### src/logic/dpg_pkg.sv
package dpg_pkg;
    // ------------------------------------------------------------
    // register indices (byte address is four times the index)
    // ------------------------------------------------------------
    localparam logic [7:0] IDX_INT_EN   = 8'h04;
    localparam logic [7:0] IDX_INT_REQ  = 8'h05;
    localparam logic [7:0] IDX_EDGE_SEL = 8'h0C;
    localparam logic [7:0] IDX_PA_WAKE  = 8'h0D;
    localparam logic [7:0] IDX_PB_WAKE  = 8'h0E;
    localparam logic [7:0] IDX_PA_DATA  = 8'h10;
    localparam logic [7:0] IDX_PA_DIR   = 8'h11;
    localparam logic [7:0] IDX_PA_PULL  = 8'h12;
    localparam logic [7:0] IDX_PB_DATA  = 8'h14;

    // ------------------------------------------------------------
    // reset values and field layouts
    // ------------------------------------------------------------
    localparam logic [7:0] RST_ZERO     = 8'h00;
    localparam logic [7:0] RST_PA_WAKE  = 8'hF9;
    localparam logic [7:0] RST_PB_WAKE  = 8'hFF;
    localparam logic [7:0] PA_WAKE_MASK = 8'hF9;
    localparam logic [3:0] RST_EDGE     = 4'h0;
    localparam logic [1:0] RST_IRQ      = 2'h0;
    localparam int         EDGE_PA_LSB  = 0;
    localparam int         EDGE_PB_LSB  = 2;
    localparam int         IRQ_PA       = 0;
    localparam int         IRQ_PB       = 1;
    localparam int         PIN0         = 0;

    // ------------------------------------------------------------
    // edge selection codes
    // ------------------------------------------------------------
    localparam logic [1:0] EDGE_BOTH    = 2'h0;
    localparam logic [1:0] EDGE_RISE    = 2'h1;
    localparam logic [1:0] EDGE_FALL    = 2'h2;
endpackage : dpg_pkg

### src/logic/dpg_gpio.sv
`timescale 1ns/100ps
module dpg_gpio #(
    parameter int ADDR_W = 12
) (
    input  wire logic              clk_i,
    input  wire logic              rst_i,
    input  wire logic              psel_i,
    input  wire logic              penable_i,
    input  wire logic              pwrite_i,
    input  wire logic [ADDR_W-1:0] paddr_i,
    input  wire logic [31:0]       pwdata_i,
    output logic                   pready_o,
    output logic      [31:0]       prdata_o,
    output logic                   pslverr_o,
    input  wire logic [7:0]        porta_pin_i,
    output logic      [7:0]        porta_out_o,
    output logic      [7:0]        porta_oe_o,
    output logic      [7:0]        porta_pullup_o,
    input  wire logic [7:0]        portb_pin_i,
    input  wire logic [7:0]        portb_dir_i,
    output logic      [7:0]        portb_out_o,
    output logic      [7:0]        portb_oe_o,
    output logic                   irq_o,
    output logic                   wake_o
);
    // ------------------------------------------------------------
    // pin synchronisers
    // ------------------------------------------------------------
    logic [7:0] pa_s1_q, pa_s2_q, pa_old_q;
    logic [7:0] pb_s1_q, pb_s2_q, pb_old_q;

    // first stage feeds only the second stage
    always_ff @(posedge clk_i) begin
        if (rst_i) begin
            pa_s1_q  <= dpg_pkg::RST_ZERO;
            pa_s2_q  <= dpg_pkg::RST_ZERO;
            pa_old_q <= dpg_pkg::RST_ZERO;
            pb_s1_q  <= dpg_pkg::RST_ZERO;
            pb_s2_q  <= dpg_pkg::RST_ZERO;
            pb_old_q <= dpg_pkg::RST_ZERO;
        end else begin
            pa_s1_q  <= porta_pin_i;
            pa_s2_q  <= pa_s1_q;
            pa_old_q <= pa_s2_q;
            pb_s1_q  <= portb_pin_i;
            pb_s2_q  <= pb_s1_q;
            pb_old_q <= pb_s2_q;
        end
    end

    // ------------------------------------------------------------
    // edge events
    // ------------------------------------------------------------
    logic [7:0] pa_tog, pb_tog;
    logic       pa_rise, pa_fall, pb_rise, pb_fall;
    logic [1:0] pa_sel, pb_sel;
    logic       pa_hit, pb_hit;
    logic [3:0] edge_q;
    logic [7:0] pa_wake_q, pb_wake_q;

    // toggles compare the two settled stages only
    assign pa_tog  = pa_s2_q ^ pa_old_q;
    assign pb_tog  = pb_s2_q ^ pb_old_q;
    assign pa_rise = pa_tog[dpg_pkg::PIN0] & pa_s2_q[dpg_pkg::PIN0];
    assign pa_fall = pa_tog[dpg_pkg::PIN0] & ~pa_s2_q[dpg_pkg::PIN0];
    assign pb_rise = pb_tog[dpg_pkg::PIN0] & pb_s2_q[dpg_pkg::PIN0];
    assign pb_fall = pb_tog[dpg_pkg::PIN0] & ~pb_s2_q[dpg_pkg::PIN0];
    assign pa_sel  = edge_q[dpg_pkg::EDGE_PA_LSB +: 2];
    assign pb_sel  = edge_q[dpg_pkg::EDGE_PB_LSB +: 2];

    // code 11 is reserved and raises nothing
    function automatic logic edge_match(input logic [1:0] sel, input logic r,
                                        input logic f);
        logic m;
        m = 1'b0;
        case (sel)
            dpg_pkg::EDGE_BOTH: m = r | f;
            dpg_pkg::EDGE_RISE: m = r;
            dpg_pkg::EDGE_FALL: m = f;
            default:            m = 1'b0;
        endcase
        return m;
    endfunction : edge_match

    // port A pin 0 requests need its wake enable bit
    assign pa_hit = edge_match(pa_sel, pa_rise, pa_fall)
                    & pa_wake_q[dpg_pkg::PIN0];
    assign pb_hit = edge_match(pb_sel, pb_rise, pb_fall);

    // ------------------------------------------------------------
    // apb decode
    // ------------------------------------------------------------
    logic       setup, access, wr, hit_ok;
    logic [7:0] idx;

    assign setup  = psel_i & ~penable_i;
    assign access = psel_i & penable_i;
    assign wr     = access & pwrite_i & ~pslverr_o;
    assign idx    = paddr_i[9:2];
    // upper and lane bits must be zero, else unmapped
    assign hit_ok = (paddr_i[1:0] == 2'h0) && (paddr_i >> 10 == '0);
    // answer after the setup cycle: one access cycle, never stalls
    assign pready_o = access;

    // ------------------------------------------------------------
    // register file
    // ------------------------------------------------------------
    logic [7:0] pa_data_q, pa_data_d, pa_dir_q, pa_dir_d;
    logic [7:0] pa_pull_q, pa_pull_d, pb_data_q, pb_data_d;
    logic [7:0] pa_wake_d, pb_wake_d;
    logic [3:0] edge_d;
    logic [1:0] int_en_q, int_en_d, int_req_q, int_req_d;
    logic [31:0] rdata_d;
    logic       err_d, irq_d, wake_d;
    logic [7:0] pa_view, pb_view;

    // input pins read their level, output pins their latch
    assign pa_view = (pa_data_q & pa_dir_q) | (pa_s2_q & ~pa_dir_q);
    assign pb_view = (pb_data_q & portb_dir_i) | (pb_s2_q & ~portb_dir_i);

    // next state for all software registers
    always_comb begin
        pa_data_d = pa_data_q;
        pa_dir_d  = pa_dir_q;
        pa_pull_d = pa_pull_q;
        pb_data_d = pb_data_q;
        pa_wake_d = pa_wake_q;
        pb_wake_d = pb_wake_q;
        edge_d    = edge_q;
        int_en_d  = int_en_q;
        int_req_d = int_req_q;
        if (wr) begin
            if (idx == dpg_pkg::IDX_PA_DATA) begin
                pa_data_d = pwdata_i[7:0];
            end else if (idx == dpg_pkg::IDX_PA_DIR) begin
                pa_dir_d = pwdata_i[7:0];
            end else if (idx == dpg_pkg::IDX_PA_PULL) begin
                pa_pull_d = pwdata_i[7:0];
            end else if (idx == dpg_pkg::IDX_PB_DATA) begin
                pb_data_d = pwdata_i[7:0];
            end else if (idx == dpg_pkg::IDX_PA_WAKE) begin
                pa_wake_d = pwdata_i[7:0] & dpg_pkg::PA_WAKE_MASK;
            end else if (idx == dpg_pkg::IDX_PB_WAKE) begin
                pb_wake_d = pwdata_i[7:0];
            end else if (idx == dpg_pkg::IDX_EDGE_SEL) begin
                edge_d = pwdata_i[3:0];
            end else if (idx == dpg_pkg::IDX_INT_EN) begin
                int_en_d = pwdata_i[1:0];
            end else if (idx == dpg_pkg::IDX_INT_REQ) begin
                int_req_d = pwdata_i[1:0];
            end
        end
        // hardware set wins over a software clear
        int_req_d[dpg_pkg::IRQ_PA] = int_req_d[dpg_pkg::IRQ_PA] | pa_hit;
        int_req_d[dpg_pkg::IRQ_PB] = int_req_d[dpg_pkg::IRQ_PB] | pb_hit;
    end

    // read data and error latched in the setup cycle
    always_comb begin
        rdata_d = prdata_o;
        err_d   = pslverr_o;
        if (setup) begin
            rdata_d = '0;
            err_d   = 1'b0;
            if (!hit_ok) begin
                err_d = 1'b1;
            end else if (idx == dpg_pkg::IDX_PA_DATA) begin
                rdata_d[7:0] = pa_view;
            end else if (idx == dpg_pkg::IDX_PA_DIR) begin
                rdata_d[7:0] = pa_dir_q;
            end else if (idx == dpg_pkg::IDX_PA_PULL) begin
                rdata_d[7:0] = pa_pull_q;
            end else if (idx == dpg_pkg::IDX_PB_DATA) begin
                rdata_d[7:0] = pb_view;
            end else if (idx == dpg_pkg::IDX_INT_EN) begin
                rdata_d[1:0] = int_en_q;
            end else if (idx == dpg_pkg::IDX_INT_REQ) begin
                rdata_d[1:0] = int_req_q;
            end else if (idx == dpg_pkg::IDX_PA_WAKE || idx == dpg_pkg::IDX_PB_WAKE
                         || idx == dpg_pkg::IDX_EDGE_SEL) begin
                rdata_d = '0;  // write-only, reads zero
            end else begin
                err_d = 1'b1;
            end
        end
    end

    // wake needs an enabled toggle; port A pins 2..1 never wake
    assign wake_d = |(pa_tog & pa_wake_q) | |(pb_tog & pb_wake_q);
    assign irq_d  = |(int_req_d & int_en_d);

    // registered state
    always_ff @(posedge clk_i) begin
        if (rst_i) begin
            pa_data_q <= dpg_pkg::RST_ZERO;
            pa_dir_q  <= dpg_pkg::RST_ZERO;
            pa_pull_q <= dpg_pkg::RST_ZERO;
            pb_data_q <= dpg_pkg::RST_ZERO;
            pa_wake_q <= dpg_pkg::RST_PA_WAKE;
            pb_wake_q <= dpg_pkg::RST_PB_WAKE;
            edge_q    <= dpg_pkg::RST_EDGE;
            int_en_q  <= dpg_pkg::RST_IRQ;
            int_req_q <= dpg_pkg::RST_IRQ;
            prdata_o  <= '0;
            pslverr_o <= 1'b0;
            irq_o     <= 1'b0;
            wake_o    <= 1'b0;
        end else begin
            pa_data_q <= pa_data_d;
            pa_dir_q  <= pa_dir_d;
            pa_pull_q <= pa_pull_d;
            pb_data_q <= pb_data_d;
            pa_wake_q <= pa_wake_d;
            pb_wake_q <= pb_wake_d;
            edge_q    <= edge_d;
            int_en_q  <= int_en_d;
            int_req_q <= int_req_d;
            prdata_o  <= rdata_d;
            pslverr_o <= err_d;
            irq_o     <= irq_d;
            wake_o    <= wake_d;
        end
    end

    // pins driven straight from the latches; port B enable comes from portb_dir_i
    assign porta_out_o    = pa_data_q;
    assign porta_oe_o     = pa_dir_q;
    assign porta_pullup_o = pa_pull_q;
    assign portb_out_o    = pb_data_q;
    assign portb_oe_o     = portb_dir_i;

    // ------------------------------------------------------------
    // assertions
    // ------------------------------------------------------------
    logic wr_dir, wr_pull, wr_pa, wr_pb, wr_req;
    assign wr_dir  = wr && idx == dpg_pkg::IDX_PA_DIR;
    assign wr_pull = wr && idx == dpg_pkg::IDX_PA_PULL;
    assign wr_pa   = wr && idx == dpg_pkg::IDX_PA_DATA;
    assign wr_pb   = wr && idx == dpg_pkg::IDX_PB_DATA;
    assign wr_req  = wr && idx == dpg_pkg::IDX_INT_REQ;

    property p_dir;
        @(posedge clk_i) disable iff (rst_i)
        wr_dir |=> porta_oe_o == $past(pwdata_i[7:0]);
    endproperty
    a_dir: assert property (p_dir) else $error("direction write lost");

    property p_pull_rst;
        @(posedge clk_i) $fell(rst_i) |-> porta_pullup_o == 8'h00 && porta_oe_o == 8'h00;
    endproperty
    a_pull_rst: assert property (p_pull_rst) else $error("pull or dir not reset");

    property p_pull;
        @(posedge clk_i) disable iff (rst_i)
        wr_pull |=> porta_pullup_o == $past(pwdata_i[7:0]);
    endproperty
    a_pull: assert property (p_pull) else $error("pull-up write lost");

    property p_pa;
        @(posedge clk_i) disable iff (rst_i)
        wr_pa |=> porta_out_o == $past(pwdata_i[7:0]);
    endproperty
    a_pa: assert property (p_pa) else $error("port A data write lost");

    property p_pb;
        @(posedge clk_i) disable iff (rst_i)
        wr_pb ##1 !wr_pb |=> portb_out_o == $past(pwdata_i[7:0], 2);
    endproperty
    a_pb: assert property (p_pb) else $error("port B data write lost");

    property p_wake;
        @(posedge clk_i) disable iff (rst_i)
        wake_o |-> $past(|(pa_tog & pa_wake_q) || |(pb_tog & pb_wake_q));
    endproperty
    a_wake: assert property (p_wake) else $error("wake without enabled toggle");

    property p_pa0_block;
        @(posedge clk_i) disable iff (rst_i)
        !pa_wake_q[0] && !wr_req && !int_req_q[0] |=> !int_req_q[0];
    endproperty
    a_pa0_block: assert property (p_pa0_block) else $error("blocked pin 0 request");

    property p_rise_only;
        @(posedge clk_i) disable iff (rst_i)
        pa_sel == dpg_pkg::EDGE_RISE && pa_fall && !wr_req && !int_req_q[0]
        |=> !int_req_q[0];
    endproperty
    a_rise_only: assert property (p_rise_only) else $error("fall raised request");

    property p_req_set;
        @(posedge clk_i) disable iff (rst_i)
        pb_hit |=> int_req_q[1];
    endproperty
    a_req_set: assert property (p_req_set) else $error("port B request missed");

    property p_irq;
        @(posedge clk_i) disable iff (rst_i)
        int_req_q[0] && int_en_q[0] |-> irq_o;
    endproperty
    a_irq: assert property (p_irq) else $error("enabled request not forwarded");

    property p_sync;
        @(posedge clk_i) disable iff (rst_i)
        $changed(porta_pin_i[0]) ##1 $stable(porta_pin_i[0]) ##1 1'b1
        |-> pa_s2_q[0] == $past(porta_pin_i[0], 2);
    endproperty
    a_sync: assert property (p_sync) else $error("pin not seen after two edges");

    c_pa_irq: cover property (@(posedge clk_i) disable iff (rst_i) $rose(int_req_q[0]));
    c_pb_irq: cover property (@(posedge clk_i) disable iff (rst_i) $rose(int_req_q[1]));
    c_wake:   cover property (@(posedge clk_i) disable iff (rst_i) wake_o);
    c_err:    cover property (@(posedge clk_i) disable iff (rst_i) pready_o && pslverr_o);
endmodule : dpg_gpio

### config.mk
export PLATFORM = sky130hd
export DESIGN_NAME = dpg_gpio
export DESIGN_NICKNAME = d
export VERILOG_FILES = /design/src/logic/dpg_pkg.sv /design/src/logic/dpg_gpio.sv
export SDC_FILE = /design/constraint.sdc
export NUM_CORES = 1
export LEC_CHECK = 0
export ABC_AREA = 1
export BUFFER_PORTS_ARGS = -buffer_cell sky130_fd_sc_hd__buf_2
export CAP_MARGIN = 10
export CORE_UTILIZATION = 45
export DETAILED_ROUTE_END_ITERATION = 7
export GPL_TIMING_DRIVEN = 0
export PLACE_DENSITY_LB_ADDON = 0.15
export SYNTH_ARGS = -nofsm -noshare
export SYNTH_HDL_FRONTEND = slang
export SYNTH_SLANG_ARGS = --single-unit
### constraint.sdc
create_clock -name clk_i -period 2.9 [get_ports clk_i]
set_input_delay 0.29 -clock clk_i [delete_from_list [all_inputs] [get_ports clk_i]]
set_output_delay 0.29 -clock clk_i [all_outputs]
set_load 0.1 [all_outputs]
==> run summary, run 1 <==
The worst slew margin relative to its limit was 0.527. Setup repair after global routing left no endpoint under its margin. Synthesis handed over a netlist of 637 instances.

Fraction of final layout cells with drive strength greater than 1: 0.250. Hold violation count in the final report: 0. STA classifies the critical path startpoint as a flip-flop. The number of max-cap violations was 0. The cts-stage hold buffer count was 0; the summed instance area of the synthesized netlist was 0.00489 mm^2. At the later pin of the worst-skew pair, clock insertion delay measures 0.37 ns. Using the TritonRoute via totals, the vias-per-cell ratio works out to 4.76. For the number of optimization iterations in the first detailed-route pass, the log shows 5. For the pin with the worst max-slew slack, the measured transition is 0.709 ns. Among all flip-flop cells after synthesis, the most frequent one is sky130_fd_sc_hd__dfxtp_1. The tools report the overall power after layout as 2.96 mW.

The run gives 0 as the initial antenna violation count. The largest total area in the synthesized netlist belongs to sky130_fd_sc_hd__dfxtp_1. The portion of the post-synthesis area used by sequential elements is 0.455, and the area added between synthesis and finish is 19.5%. The first global-routing pass estimated 19500 um of wire.

Mean instance size in the synthesized netlist: 7.67 um^2. The number of warnings reported in the yosys synthesis log is 0, and the post-CTS setup buffer count is 0. The cell sitting at the root of the clock tree is a sky130_fd_sc_hd__clkbuf_8. With fillers left out, the area of the finished cells amounts to 0.00584 mm^2.

For the maximum vdd ir drop, the log shows 0.278 mV. For the residual overflow from global routing, the log shows 0. Yosys mapped a number of flops with a built-in enable equal to 0. After detailed routing, the number of remaining DRC violations is 0. Setup violations remaining at the end of the flow were counted as 0. The final cycle utilization of the critical path was 0.543.

The number of global-route vias before repair came out at 3870. The final layout contains routed wiring with a total length of 12600 um. Subtracting the final worst setup slack from the clock period gives 1.58 ns. The horizontal die dimension is 106 um. Fraction of synthesis flops using an asynchronous set or reset pin: 0. The floorplan has 37 rows. Category of the most critical setup path: flip-flop to flip-flop.

Of all nets on the critical path, the largest fanout is 10. TritonCTS built the clock tree. After clock tree synthesis, the clock-pin slew on the worst setup and hold paths is 0.11 ns. The instance area after placement is 0.00564 mm^2. Share of the synthesized area in the top cell type: 0.455.

The required time at the worst-slack endpoint was 3.13 ns. For the detailed-placement wirelength estimate, the log shows 9680 um. The tools report the leakage power of the design as 2.94 nW. Buffers inserted during clock tree synthesis total 9. The most common cell in the synthesized netlist was sky130_fd_sc_hd__dfxtp_1. The clock net in this run drives a total of 111 sinks.

Maximum operating frequency: 635 MHz. Dividing total power by cell area gives a power density of 507 mW/mm^2. The tools report the standard cell core area as 0.0104 mm^2. STA classifies the critical path endpoint as a flip-flop. Pin placement for this block handled 149 I/O pins.

The worst hold path belongs to the class input pin to flip-flop. The flow ran to the end, and the final reports show no timing, DRC or antenna violations. The commonest cells after synthesis are 111 x sky130_fd_sc_hd__dfxtp_1, 100 x sky130_fd_sc_hd__nand2_1, 86 x sky130_fd_sc_hd__inv_1. For the global-route total usage across every layer, the log shows 0.228. The detailed router placed 4337 vias in this run.

In this run the remaining antenna-violating nets after routing total 0. The number of DRC violations after detailed-routing iteration 0 is 205, and the antenna cell count is 0. The area of the die came out at 0.0113 mm^2.

The initial cell density of the core came out at 0.469. The count of buffers added on input and output ports is 99. For this run, the post-layout net count is 847. Data arrives at the worst endpoint at 1.80 ns. In this run the vertical extent of the chip is 106 um. By area the synthesized netlist is led by sky130_fd_sc_hd__dfxtp_1 45%, sky130_fd_sc_hd__nand2_1 7.7%, sky130_fd_sc_hd__inv_1 6.6%.

The final max-slew violation count was 0. For the number of H-tree levels, the log shows 3. After routing, the total negative slack on setup checks comes to 0 ns. The post-route clock skew is 0.0105 ns, and the total of flip-flops plus latches after synthesis is 111. The maximum clock insertion buffer count is 2. In this run, distinct cell masters in the synthesized netlist total 39. The largest net degree at the start of global routing came out at 20. The congestion estimate from routability-driven global placement came to 0.848. After detailed routing, the average wire length per cell comes to 13.8 um. The post-CTS resize count came out at 0.
==> metrics by stage <==
step,worst slack [ns],hold slack [ns],std cells,util
floorplan,0.935,0.388,660,-
global placement,0.988,0.389,895,0.541
detailed placement,1.01,0.393,895,0.541
CTS,1.34,0.107,911,0.561
global route,1.21,0.0974,911,0.561
finish,1.32,0.108,911,0.561
==> final cells by class <==
cell class / instances / area (um^2)
Buffer: 52 / 359
Clock buffer: 9 / 124
Clock inverter: 7 / 77.6
Fill cell: 990 / 4580
Inverter: 96 / 364
Multi-Input combinational cell: 401 / 2030
Sequential cell: 111 / 2220
Tap cell: 136 / 170
Timing Repair Buffer: 99 / 495
==> worst max-delay path: stages, from the launching register on <==
cell,delay (ns)
sky130_fd_sc_hd__dfxtp_1,0.34
sky130_fd_sc_hd__nor2_1,0.12
sky130_fd_sc_hd__nand2_2,0.12
sky130_fd_sc_hd__inv_2,0.12
sky130_fd_sc_hd__buf_4,0.19
sky130_fd_sc_hd__nand3_1,0.17
sky130_fd_sc_hd__buf_2,0.23
sky130_fd_sc_hd__nand2_1,0.07
sky130_fd_sc_hd__o211ai_1,0.08
==> where the power goes <==
part	switching (mW)	total, mW	internal [mW]	leakage, nW
Sequential	0.0130	1.57	1.55	0.904
Clock	0.537	0.946	0.409	0.101
Combinational	0.347	0.450	0.102	1.93
Total	0.897	2.96	2.07	2.94
==> registers in the layout, summed over array words and instances (netlist names), 8 cells and up <==
register        count
pb_s1_q             8
porta_out_o         8
pa_s2_q             8
pb_s2_q             8
portb_out_o         8
pa_s1_q             8
porta_oe_o          8
pb_old_q            8
pb_wake_q           8
prdata_o            8
porta_pullup_o      8
==> placed cells by master (no fill, tap or decap), drive strengths merged <==
cell type / instances
a22oi: 1
mux2i: 1
xor2: 4
dfxtp: 111
a31oi: 2
clkinvlp: 1
o31ai: 4
buf: 142
bufinv: 1
o2111ai: 2
ha: 4
clkbuf: 18
clkinv: 3
nand3: 34
nand4: 5
and3: 1
o211ai: 18
a211oi: 9
a21oi: 47
conb: 24
o21ai: 37
or2: 6
nor2: 86
nand2: 110
o221ai: 1
nor3: 5
inv: 98
==> routing by layer <==
layer,GRT usage,part of all wire
met1,0.294,0.44
met2,0.391,0.48
met3,0.0300,0.066
met4,0.0764,0.018
met5,0,0
==> logic make-up after synthesis <==
logic type      after synthesis  share of synthesized area
flops                       111                      0.455
compound gates              121                      0.147
fa+ha+maj                     4                     0.0102
simple gates                247                      0.230
xor+xnor                      4                    0.00717
mux                           1                    0.00205
buf+inv                     148                      0.148
other cells                   1                   0.000767
==> worst paths after layout <==
| check | from | endpoint | slack (ns) | depth (start not counted) |
|---|---|---|---|---|
| max reg2reg | pslverr_o | pa_wake_q[6] | 1.32 | 8 |
| max | pslverr_o | pa_wake_q[6] | 1.32 | 8 |
| min | portb_pin_i[0] | pb_s1_q[0] | 0.11 | 3 |
| min reg2reg | pb_s1_q[5] | pb_s2_q[5] | 0.41 | 2 |
(Power assumes the default switching activity.)
==> run 2, diff against run 1 <==
==> constraint.sdc (replaced) <==
create_clock -name clk_i -period 1.5 [get_ports clk_i]
set_input_delay 0.15 -clock clk_i [delete_from_list [all_inputs] [get_ports clk_i]]
set_output_delay 0.15 -clock clk_i [all_outputs]
set_load 0.1 [all_outputs]
==> run 2 against run 1 <==
Utilization grew 2.2 points. Via count grew 3.5%. Sequential power grew 93%. Critical path depth shrank 1. Cell count grew 1.9%. Global-route usage grew 0.91 points. Register-to-register slack lost 1.3 ns. Worst hold slack lost 0.047 ns. Critical endpoint is now portb_out_o[7]. Largest cell class unchanged. Largest power group unchanged.
==> run summary, run 2 (synthesized netlist as in run 1, its figures left out) <==
The final max-slew violation count was 0 (unchanged); the post-route antenna net violation count was 0 (unchanged). The proportion of total power due to net switching is 0.298 (-0.00485), and the initial antenna violation count is 0 (unchanged). The count of input and output buffers was 99 (unchanged); the hold violation count in the final report was 0 (unchanged). Startpoint class of the critical path: a flip-flop. The run gives 9690 um (+0.14%) as the detailed-placement wirelength estimate. The die height was 106 um (unchanged); the post-route minimum period was 1.43 ns (-0.141 ns). The required time at the worst-slack endpoint came out at 1.77 ns (-1.36 ns). The run gives 0.37 ns (about the same) as the insertion delay to the later sink of the worst-skew pair.

The number of max-cap violations is 0 (unchanged), and the fraction of final layout cells with drive strength greater than 1 is 0.280 (+0.0300). The slew at the pin closest to its max-slew limit was 0.717 ns (+0.00863 ns); the number of optimization iterations in the first detailed-route pass was 5 (unchanged). On the critical path the largest part of the delay comes from compound AO/OA/AOI/OAI gates.

For the final wirelength, the log shows 12900 um (+2.7%). The average wire per standard cell was 13.9 um (+0.83%). The tools report the setup violation total in the final timing report as 0 (unchanged). The post-CTS clock slew at the launch and capture registers of the worst setup and hold paths is 0.10 ns (about the same). TritonCTS built the clock tree. Power density relative to cell area: 920 mW/mm^2 (+81%). The most frequent cell on the critical path is sky130_fd_sc_hd__nand2_4. The worst slew margin relative to its limit is 0.522 (-0.00575).

STA classifies the critical path endpoint as a flip-flop. The run gives 697 MHz (+9.8%) as the maximum operating frequency. The sequential share of power was 0.543 (+0.014); the area of the multi-input gates was 0.00206 mm^2 (+1.4%). The horizontal die dimension was 106 um (unchanged); the largest net degree at the start of global routing was 17 (-15%). The part of the power in combinational logic came out at 0.164 (+0.012). The average via count per standard cell is 4.84 (+1.6%), and the final cycle utilization of the critical path is 0.957 (+0.413). The total DRC errors in the routed layout is 0 (unchanged). The number of H-tree levels came out at 3 (unchanged). The logs give 232 (+13%) for the number of DRC violations after detailed-routing iteration 0 and 0.00729 ns (-0.00318 ns) for the post-route clock skew. For the via count, the log shows 4490 (+3.5%). The net switching power figure came out at 1.66 mW (+85%). In this run the worst hold path is classified as input pin to flip-flop. Leakage power of the design: 3.03 nW (+3.1%).

The library cell used most frequently in the layout, excluding fill and tap cells, is sky130_fd_sc_hd__buf_2. Largest stage delay on the critical path: 0.35 ns (about the same). The run gives 0.0113 mm^2 (unchanged) as the area of the die. The maximum clock insertion buffer count is 2 (unchanged). The setup TNS was 0 ns (unchanged); the layout filler cell count was 1022 (+3.2%).

The maximum vdd ir drop is 0.587 mV (+110%). Traced cell by cell, the critical path runs through nor2_2 -> nand2_4 -> a21oi_2 -> nand2_4 -> buf_6 -> o21ai_1 -> a21oi_1. Number of nets at the end of the flow: 866 (+2.2%). The antenna cell count was 0 (unchanged); the weighted congestion at the end of routability-driven global placement was 0.870 (+2.6%).

In the layout the commonest cells are 100 x sky130_fd_sc_hd__buf_2, 97 x sky130_fd_sc_hd__nand2_1, 89 x sky130_fd_sc_hd__dfxtp_1. The initial cell density of the core is 0.469 (unchanged), and the arrival time reported for the critical path endpoint is 1.70 ns (-0.10 ns). The root buffer cell chosen for the clock tree is sky130_fd_sc_hd__clkbuf_8.

The standard cell core area was 0.0104 mm^2 (unchanged). The run gives 0 (unchanged) as the residual overflow from global routing. The setup path with the least slack is of type flip-flop to flip-flop. The internal portion of total power is 3.92 mW (+90%).

Setup repair after global routing left no endpoint under its margin. The number of clock sinks was 111 (unchanged). The number of buffers and inverters on the critical path was 1 (-2). The tools report the area of all placed cells without fillers as 0.00607 mm^2 (+3.9%). For the fraction of power consumed by the clock network, the log shows 0.294 (-0.025). Compared with the post-synthesis result, the final layout area differs by 24.1%.

The count of standard-cell rows is 37 (unchanged), and the number of placed I/O pins is 149 (unchanged). The maximum fanout along the worst path is 10 (unchanged). For this design, the slowest cell found on the critical path is sky130_fd_sc_hd__dfxtp_4. The TritonCTS buffer count was 9 (unchanged). The tools report the number of global-route vias before repair as 4151 (+7.3%). The tools report the storage element area as 0.00225 mm^2 (+1.4%). The flow ran to the end, and the final reports show no timing, DRC or antenna violations. The logs give 0.237 (+0.00908) for the global-route total usage across every layer and 20200 um (+4.1%) for the wire length of the first global-routing pass. The tools report the instance area after placement as 0.00571 mm^2 (+1.3%).
[run 2: changes by cell type in the layout (fill, tap and decap cells not counted), sizes merged]
cell,before,now
dlygate4sd3,0,16
inv,98,94
buf,142,145
clkbuf,18,20
bufinv,1,0
clkinv,3,4
[run 2: timing repair]
action | 4_1_cts | 5_1_grt
resized for setup | 0 | 0
endpoints found under the hold margin | 16 | 0
buffers inserted | 0 | 3
hold buffers | 16 | 0
endpoints found under the setup margin | 0 | 2
[run 2: power by group through the flow]
stage                     sequential (mW)  clock, mW  combinational [mW]
after floorplan                      3.13          0               0.651
after global placement               3.10          0               0.868
after detailed placement             3.10          0               0.875
after CTS                            3.03       1.69               0.909
after global routing                 3.04       1.81               0.969
final                                3.03       1.64               0.912
[run 2: worst reg2reg max path: stages, from the launching register on]
cell	delay [ns]
sky130_fd_sc_hd__dfxtp_4	0.35
sky130_fd_sc_hd__nor2_2	0.15
sky130_fd_sc_hd__nand2_4	0.10
sky130_fd_sc_hd__a21oi_2	0.27
sky130_fd_sc_hd__nand2_4	0.12
sky130_fd_sc_hd__buf_6	0.17
sky130_fd_sc_hd__o21ai_1	0.12
sky130_fd_sc_hd__a21oi_1	0.05
[run 2: layout make-up]
cell class	instances	area share
Tap cell	136	0.0280
Clock buffer	11	0.0252
Buffer	52	0.0608
Sequential cell	111	0.371
Timing Repair Buffer	118	0.112
Inverter	96	0.0610
Clock inverter	3	0.00309
Multi-Input combinational cell	401	0.339
[run 2: final timing paths]
path                            slack [ns]             end   startpoint  cells after the start
worst max-delay path                  0.07  portb_out_o[7]    pslverr_o                      7
worst min-delay path                  0.06       edge_q[2]  pwdata_i[2]                      3
worst max register to register        0.07  portb_out_o[7]    pslverr_o                      7
worst min register to register        0.40      pa_s2_q[7]   pa_s1_q[7]                      2
[run 2: stage by stage]
stage / hold slack (ns) / utilization / setup WS [ns] / total power [mW] / std cells
floorplan: 0.257 / - / 0.00214 / 3.78 / 660
global placement: 0.349 / 0.548 / -0.217 / 3.96 / 895
detailed placement: 0.356 / 0.548 / -0.198 / 3.97 / 895
CTS: 0.0518 / 0.580 / 0.0379 / 5.62 / 925
global route: 0.0674 / 0.582 / 0.00606 / 5.81 / 928
finish: 0.0613 / 0.582 / 0.0652 / 5.58 / 928
[run 2: layer usage]
| metal | GRT usage | wire [um] | vias up | share of wire |
|---|---|---|---|---|
| li1 | - | - | 2278 | - |
| met1 | 0.292 | 5590 | 2029 | 0.43 |
| met2 | 0.404 | 6100 | 153 | 0.47 |
| met3 | 0.0374 | 840 | 30 | 0.065 |
| met4 | 0.113 | 369 | 0 | 0.029 |
| met5 | 0 | 0 | - | 0 |
